--- src/hdl/pcw_pkg.sv ---
package pcw_pkg;

   // clock rate and watchdog intervals
   localparam int unsigned CLK_HZ          = 200_000_000;
   localparam int unsigned KICK_LIMIT_MS   = 200;
   localparam int unsigned SOFT_LIMIT_MS   = 200;
   // longest allowed gap, rounded down to whole cycles
   localparam int unsigned KICK_LIMIT_CYC  = (CLK_HZ / 1000) * KICK_LIMIT_MS;
   localparam int unsigned SOFT_LIMIT_CYC  = (CLK_HZ / 1000) * SOFT_LIMIT_MS;
   localparam int unsigned CNT_W           = 32;

   // soft watchdog command parameter values
   localparam logic [1:0] SOFT_PARAM_OFF   = 2'h0;
   localparam logic [1:0] SOFT_PARAM_COLD  = 2'h1;
   localparam logic [1:0] SOFT_PARAM_PFH   = 2'h2;

   // history cause codes
   localparam logic [1:0] CAUSE_NONE       = 2'h0;
   localparam logic [1:0] CAUSE_SOFT_WDOG  = 2'h1;
   localparam logic [1:0] CAUSE_SUPPLY     = 2'h2;

   // soft watchdog states
   typedef enum logic [1:0] {
      PCW_IDLE,
      PCW_ARMED,
      PCW_HANDLER,
      PCW_RESTART
   } pcw_state_t;

   // command from the cpu side
   typedef struct packed {
      logic       valid;
      logic [1:0] param;
   } pcw_cmd_t;

   // history entry
   typedef struct packed {
      logic       valid;
      logic [1:0] cause;
   } pcw_hist_t;

endpackage : pcw_pkg

--- src/hdl/pcw_watchdog.sv ---
`timescale 1ns/1ps
// Behaviour
// - relay held energised while kick output toggles within every 200 ms
// - kick stops toggling in time: relay released, lamp off
// - lamp lit exactly while relay closed
// - first command with parameter one or two arms soft watchdog, later ones re-trigger expiry timer
// - parameter zero disarms soft watchdog; no expiry afterwards
// - parameter one arms; expiry after 200 ms gives cold start
// - parameter two arms; expiry runs power-fail handler, then cold start
// - each handler call logged with cause soft expiry; supply fault logged with its own cause except in the cycle a handler call is logged, no handler call
// - status input reads one while relay is on
module pcw_watchdog (
   input  wire logic              clk,
   input  wire logic              rst_b,
   input  wire logic              kick,
   input  wire pcw_pkg::pcw_cmd_t soft_cmd,
   input  wire logic              supply_fault,
   input  wire logic              handler_done,
   output logic                   relay_on,
   output logic                   watchdog_lamp,
   output logic                   relay_status,
   output logic                   soft_armed,
   output logic                   handler_req,
   output logic                   cold_start,
   output pcw_pkg::pcw_hist_t     hist
);

   logic                    kick_s1;
   logic                    kick_s2;
   logic                    kick_s3;
   logic [2:0]              kick_warm;
   logic [pcw_pkg::CNT_W-1:0] kick_cnt;
   logic [pcw_pkg::CNT_W-1:0] soft_cnt;
   logic                    fault_s1;
   logic                    fault_s2;
   logic                    fault_s3;
   logic                    soft_pfh;
   pcw_pkg::pcw_state_t     state;
   pcw_pkg::pcw_state_t     next_state;

   // decode
   wire kick_edge   = kick_warm[2] && (kick_s2 ^ kick_s3); // only once both copies are real
   wire kick_expire = (kick_cnt == pcw_pkg::CNT_W'(pcw_pkg::KICK_LIMIT_CYC));
   wire cmd_off     = soft_cmd.valid && (soft_cmd.param == pcw_pkg::SOFT_PARAM_OFF);
   wire cmd_arm     = soft_cmd.valid && ((soft_cmd.param == pcw_pkg::SOFT_PARAM_COLD)
                      || (soft_cmd.param == pcw_pkg::SOFT_PARAM_PFH));
   // a command in the expiry cycle wins over the expiry
   wire soft_expire = (state == pcw_pkg::PCW_ARMED) && !soft_cmd.valid
                      && (soft_cnt == pcw_pkg::CNT_W'(pcw_pkg::SOFT_LIMIT_CYC));
   wire fault_rise  = fault_s2 && !fault_s3;

   // kick pin and supply fault come from outside: two flops first
   always_ff @(posedge clk or negedge rst_b) begin
      if (!rst_b) begin
         kick_s1  <= 1'b0;
         kick_s2  <= 1'b0;
         kick_s3  <= 1'b0;
         fault_s1 <= 1'b0;
         fault_s2 <= 1'b0;
         fault_s3 <= 1'b0;
      end else begin
         kick_s1  <= kick;
         kick_s2  <= kick_s1;
         kick_s3  <= kick_s2;
         fault_s1 <= supply_fault;
         fault_s2 <= fault_s1;
         fault_s3 <= fault_s2;
      end
   end

   // the first samples after reset are not the pin yet; a pin held high
   // through reset would otherwise look like an edge and close the relay
   always_ff @(posedge clk or negedge rst_b) begin
      if (!rst_b) begin
         kick_warm <= '0;
      end else begin
         kick_warm <= {kick_warm[1:0], 1'b1};
      end
   end

   // hardware watchdog; relay starts released until the first edge
   // counter parks at the limit so it cannot wrap back into the closed window
   // edge reloads counter
   always_ff @(posedge clk or negedge rst_b) begin
      if (!rst_b) begin
         kick_cnt <= pcw_pkg::CNT_W'(pcw_pkg::KICK_LIMIT_CYC);
      end else if (kick_edge) begin
         kick_cnt <= '0;
      end else if (!kick_expire) begin
         kick_cnt <= kick_cnt + 1'b1;
      end
   end

   // lamp and status are flops of their own so each pin comes off a register
   // relay, lamp, status
   always_ff @(posedge clk or negedge rst_b) begin
      if (!rst_b) begin
         relay_on      <= 1'b0;
         watchdog_lamp <= 1'b0;
         relay_status  <= 1'b0;
      end else begin
         relay_on      <= kick_edge || !kick_expire;
         watchdog_lamp <= kick_edge || !kick_expire;
         relay_status  <= kick_edge || !kick_expire;
      end
   end

   // soft watchdog next state
   // arm, disarm, expiry path
   always_comb begin
      next_state = state;
      case (state)
         pcw_pkg::PCW_IDLE: begin
            if (cmd_arm) next_state = pcw_pkg::PCW_ARMED;
         end
         pcw_pkg::PCW_ARMED: begin
            if (cmd_off) next_state = pcw_pkg::PCW_IDLE;
            else if (soft_expire && soft_pfh) next_state = pcw_pkg::PCW_HANDLER;
            else if (soft_expire) next_state = pcw_pkg::PCW_RESTART;
         end
         pcw_pkg::PCW_HANDLER: begin
            if (handler_done) next_state = pcw_pkg::PCW_RESTART;
         end
         default: begin
            next_state = pcw_pkg::PCW_IDLE;
         end
      endcase
   end

   always_ff @(posedge clk or negedge rst_b) begin
      if (!rst_b) begin
         state    <= pcw_pkg::PCW_IDLE;
         soft_cnt <= '0;
         soft_pfh <= 1'b0;
      end else begin
         state <= next_state;
         if (cmd_arm || state != pcw_pkg::PCW_ARMED) begin
            soft_cnt <= '0;
         end else if (soft_cnt != pcw_pkg::CNT_W'(pcw_pkg::SOFT_LIMIT_CYC)) begin
            soft_cnt <= soft_cnt + 1'b1;
         end
         if (cmd_arm) soft_pfh <= (soft_cmd.param == pcw_pkg::SOFT_PARAM_PFH);
      end
   end

   // handler request, cold start and history entry
   always_ff @(posedge clk or negedge rst_b) begin
      if (!rst_b) begin
         soft_armed  <= 1'b0;
         handler_req <= 1'b0;
         cold_start  <= 1'b0;
         hist        <= '0;
      end else begin
         soft_armed  <= (next_state == pcw_pkg::PCW_ARMED);
         handler_req <= (next_state == pcw_pkg::PCW_HANDLER);
         cold_start  <= (next_state == pcw_pkg::PCW_RESTART);
         hist.valid  <= 1'b0;
         hist.cause  <= pcw_pkg::CAUSE_NONE;
         // soft expiry entry wins over a supply entry in the same cycle
         if (state == pcw_pkg::PCW_ARMED && next_state == pcw_pkg::PCW_HANDLER) begin
            hist.valid <= 1'b1;
            hist.cause <= pcw_pkg::CAUSE_SOFT_WDOG;
         end else if (fault_rise) begin
            hist.valid <= 1'b1; // supply fault only logs an entry; no handler request
            hist.cause <= pcw_pkg::CAUSE_SUPPLY;
         end
      end
   end

   // hardware watchdog checks
   lamp_follows_a: assert property (@(posedge clk) disable iff (!rst_b)
      watchdog_lamp == relay_on) else $error("lamp differs from relay");
   status_follows_a: assert property (@(posedge clk) disable iff (!rst_b)
      relay_status == relay_on) else $error("status differs from relay");
   kick_holds_a: assert property (@(posedge clk) disable iff (!rst_b)
      kick_edge |=> relay_on) else $error("relay off after kick edge");
   kick_drop_a: assert property (@(posedge clk) disable iff (!rst_b)
      (kick_expire && !kick_edge) |=> !relay_on) else $error("relay held past limit");
   edge_reload_a: assert property (@(posedge clk) disable iff (!rst_b)
      kick_edge |=> kick_cnt == '0) else $error("counter not reloaded");
   // a pin level left over from reset must not close the relay
   warm_quiet_a: assert property (@(posedge clk) disable iff (!rst_b)
      (!kick_warm[2] && kick_expire) |=> !relay_on) else $error("relay closed before kick");

   // soft watchdog checks
   arm_first_a: assert property (@(posedge clk) disable iff (!rst_b)
      (state == pcw_pkg::PCW_IDLE && cmd_arm) |=> soft_armed) else $error("not armed");
   rearm_clear_a: assert property (@(posedge clk) disable iff (!rst_b)
      (state == pcw_pkg::PCW_ARMED && cmd_arm) |=> soft_armed && soft_cnt == '0)
      else $error("timer not re-triggered");
   disarm_zero_a: assert property (@(posedge clk) disable iff (!rst_b)
      (state == pcw_pkg::PCW_ARMED && cmd_off) |=> !soft_armed && !cold_start)
      else $error("disarm failed");
   disarm_quiet_a: assert property (@(posedge clk) disable iff (!rst_b)
      (!soft_armed && !handler_req) |=> !cold_start) else $error("cold start while disarmed");
   cold_expiry_a: assert property (@(posedge clk) disable iff (!rst_b)
      (soft_expire && !soft_pfh) |=> cold_start && !handler_req)
      else $error("no cold start on expiry");
   cold_pulse_a: assert property (@(posedge clk) disable iff (!rst_b)
      cold_start |=> !cold_start) else $error("cold start held too long");

   // handler and history checks
   pfh_mode_a: assert property (@(posedge clk) disable iff (!rst_b)
      (cmd_arm && soft_cmd.param == pcw_pkg::SOFT_PARAM_PFH) |=> soft_pfh)
      else $error("handler mode not kept");
   handler_first_a: assert property (@(posedge clk) disable iff (!rst_b)
      (soft_expire && soft_pfh) |=> handler_req && !cold_start && hist.valid
      && hist.cause == pcw_pkg::CAUSE_SOFT_WDOG) else $error("handler path wrong");
   handler_wait_a: assert property (@(posedge clk) disable iff (!rst_b)
      (handler_req && !handler_done) |=> handler_req) else $error("handler wait dropped");
   handler_cold_a: assert property (@(posedge clk) disable iff (!rst_b)
      (handler_req && handler_done) |=> cold_start && !handler_req)
      else $error("no cold start after handler");
   supply_log_a: assert property (@(posedge clk) disable iff (!rst_b)
      (fault_rise && !(soft_expire && soft_pfh)) |=> hist.valid
      && hist.cause == pcw_pkg::CAUSE_SUPPLY) else $error("supply not logged");

endmodule : pcw_watchdog

--- config.mk ---
export PLATFORM = sky130hd
export DESIGN_NAME = pcw_watchdog
export DESIGN_NICKNAME = d
export VERILOG_FILES = /design/src/hdl/pcw_pkg.sv /design/src/hdl/pcw_watchdog.sv
export SDC_FILE = /design/constraint.sdc
export NUM_CORES = 1
export LEC_CHECK = 0
export BUFFER_PORTS_ARGS = -buffer_cell sky130_fd_sc_hd__buf_2
export CORE_ASPECT_RATIO = 2
export CORE_MARGIN = 2
export CORE_UTILIZATION = 66
export DETAILED_ROUTE_END_ITERATION = 10
export GPL_TIMING_DRIVEN = 0
export PLACE_DENSITY = 0.93
export SLEW_MARGIN = 20
export SYNTH_ARGS = -nofsm -noshare
export SYNTH_HDL_FRONTEND = slang
export SYNTH_SLANG_ARGS = --single-unit
--- constraint.sdc ---
create_clock -name clk -period 5.2 [get_ports clk]
set_clock_uncertainty 0.2 [all_clocks]
set_input_delay 0.26 -clock clk [delete_from_list [all_inputs] [get_ports clk]]
set_output_delay 0.26 -clock clk [all_outputs]
set_load 0.005 [all_outputs]
==> results.json <==
{
  "status": "completed",
  "synth_nets": 425,
  "path_buf_inv": 0,
  "multi_input_area_mm2": 0.00194,
  "yosys-top-cells-area": "dfrtp_1 45%, xor2_1 8.0%, nor2_1 6.0%",
  "wl_per_cell_um": 17.8,
  "n_antenna_cell": 0,
  "drive_above_1_share": 0.139,
  "clock_power_share": 0.410,
  "grt_start_max_net_pins": 50,
  "p_per_area_mw_per_mm2": 309,
  "ioPinCount": 17,
  "finalCriticalPeriod_ns": 2.30,
  "detailed_place_hpwl_um": 6550,
  "grt_pass1_wl_um": 15600,
  "dieWidth_um": 60.0,
  "grt_antenna_before_repair": 0,
  "clockBufferDepth": 2,
  "drv_slew": 0,
  "min_path_type": "in -> reg",
  "ff_latch_area_mm2": 0.00209,
  "portBuffers": 16,
  "synth_top_flop_cell": "dfrtp_1",
  "area_growth_pct": 12.4,
  "yosysTopAreaCell": "dfrtp_1",
  "root_buffer": "clkbuf_16",
  "seqPwrFrac": 0.491,
  "fin_crit_sh": 0.442,
  "start_util": 0.684,
  "wirelength_um": 9430,
  "die-area_mm2": 0.00696,
  "drtIter0Drc": 210,
  "clk_latency_ns": 0.34,
  "avgSynthCellArea_um2": 10.1,
  "cts_resized": 0,
  "p_switching_mw": 0.386,
  "crit_path_frequent_cell": "nand4_1",
  "critPathArrivalTime_ns": 2.31,
  "layout_common_cells": "75 x dfrtp_1, 66 x nor2_1, 38 x xor2_1",
  "fp-row-count": 40,
  "clkTransAtPathRegs_ns": 0.06,
  "layout_commonest_cell": "dfrtp_1",
  "slowest_stage": "nor3_1",
  "final_nets": 456,
  "critPathCaptureType": "register",
  "crit_chain": "nand4_1, nor3_1, nand4_1, xor2_1, nor2_1",
  "maxCapViolCount": 0,
  "route.vias.total": 3235,
  "cts_setup_buffers": 0,
  "viasPerCell": 6.09,
  "ant_nets": 0,
  "synth_area_mm2": 0.00414,
  "grt_pass1_vias": 3449,
  "die_y_um": 116,
  "vdd_drop_max_mv": 0.269,
  "critPathLaunchType": "register",
  "slew_headroom": 0.418,
  "async_reset_ff_frac": 1.00,
  "finalSetupViolCount": 0,
  "seq_area_frac_synth": 0.504,
  "remaining_drc_errors": 0,
  "fmax_ghz": 0.435,
  "drtPass1Iterations": 4,
  "rsz0062_at_grt": "false",
  "nFillCells": 363,
  "synth-edff-count": 0,
  "grt_overflow": 0,
  "cts.sinks": 83,
  "gp_congestion": 0.978,
  "cp_slowest_stage_delay_ns": 0.74,
  "hold_buffers": 3,
  "synthDistinctLibCells": 47,
  "netSwitchingFraction": 0.268,
  "ys_warn_count": 0,
  "pwr-share-comb": 0.099,
  "max_slew.worst_pin.slew_ns": 0.866,
  "leakage_nw": 2.03,
  "tritoncts": "done",
  "post-place-cells": 512,
  "path_class": "reg -> reg",
  "intPower_mw": 1.05,
  "htree_levels": 3,
  "synth_seq_cells": 83,
  "core_mm2": 0.00606,
  "hold_viol": 0,
  "layout.cells.non_filler": 531,
  "yosysTopAreaCellShare": 0.453,
  "cp.required_ns": 5.22,
  "path_delay_family": "simple AND/OR/NAND/NOR gates",
  "critPathMaxFanout": 8,
  "grt_use_total": 0.303,
  "cts-buffers-inserted": 9,
  "setup_tns_ns": 0,
  "synthCells": 411
}
metrics by stage:
stage	hold WS [ns]	setup WS [ns]	cell area [um^2]	power, mW	util
6_report	0.0895	2.90	4660	1.44	0.769
5_1_grt	0.124	2.66	4660	1.50	0.769
4_1_cts	0.0816	2.89	4660	1.45	0.769
3_5_place_dp	0.112	2.95	4350	0.854	0.718
3_3_place_gp	0.132	3.03	4330	0.836	0.715
2_1_floorplan	-0.236	3.29	4140	0.795	-
worst register-to-register path: stages, from the launching register on:
cell and delay [ns]:
dfstp_2 0.59, nand4_1 0.14, nor3_1 0.74, nand4_1 0.25, xor2_1 0.21, nor2_1 0.06
layer usage:
metal | global-route usage | wire length (um) | part of all wire
met1 | 0.311 | 3350 | 0.35
met2 | 0.532 | 5350 | 0.57
met3 | 0.0569 | 276 | 0.029
met4 | 0.200 | 458 | 0.049
met5 | 0 | 0 | 0
final timing paths:
| check | from | to | slack (ns) | cells after the start |
|---|---|---|---|---|
| max reg2reg | kick_cnt[14] | kick_cnt[29] | 2.90 | 5 |
| max | kick_cnt[14] | kick_cnt[29] | 2.90 | 5 |
| min | handler_done | state[0] | 0.09 | 3 |
| max in group asynchronous | rst_b | kick_cnt[14] | 3.85 | 3 |
| min reg2reg | fault_s1 | fault_s2 | 0.15 | 0 |
| min in group asynchronous | rst_b | kick_cnt[6] | 0.28 | 2 |
final cells by class:
class,count,area share
tap,84,0.0226
clock buffer,10,0.0492
clock inverter,6,0.0105
inverter,10,0.00806
buffer,15,0.0158
timing repair buffer,20,0.0285
sequential,83,0.448
multi-input combinational,303,0.417
power by group through the flow:
| stage | sequential (mW) | clock (mW) | combinational [mW] |
|---|---|---|---|
| floorplan | 0.708 | 0 | 0.0869 |
| global placement | 0.713 | 0 | 0.123 |
| detailed placement | 0.717 | 0 | 0.138 |
| CTS | 0.707 | 0.597 | 0.143 |
| global route | 0.711 | 0.631 | 0.157 |
| finish | 0.708 | 0.591 | 0.142 |
state kept, by name, indices dropped and copies added (netlist names):
signal        count
fault_s3          1
kick_s1           1
fault_s2          1
soft_pfh          1
kick_s3           1
hist              3
state             2
handler_req       1
cold_start        1
relay_status      1
soft_armed        1
kick_cnt         32
kick_warm         3
soft_cnt         32
fault_s1          1
kick_s2           1
logic make-up (layout without fill, tap and decap cells):
| kind of cell | count (synthesis) | after routing | synth area share |
|---|---|---|---|
| simple gates | 216 | 216 | 0.297 |
| mux | 3 | 3 | 0.00755 |
| other cells | 1 | 1 | 0.000905 |
| buf+inv | 25 | 61 | 0.0269 |
| xor+xnor | 54 | 54 | 0.114 |
| flops | 83 | 83 | 0.504 |
| compound gates | 23 | 23 | 0.0320 |
| fa+ha+maj | 6 | 6 | 0.0181 |
synth_stat cells (all sizes together) (2+ instances only):
cell type and n:
dfrtp 75, nand2b 3, nor4 12, a21oi 10, buf 8, o21ai 8, or3b 2, nor3 12
inv 10, and2 4, xnor2 16, dfstp 8, mux2i 2, or3 7, and4 9, nand2 24
nand4 26, nand3 25, nor2 66, clkbuf 7, nor4b 9, ha 6, and3 8, xor2 38
Power figures use the tool's default switching activity.
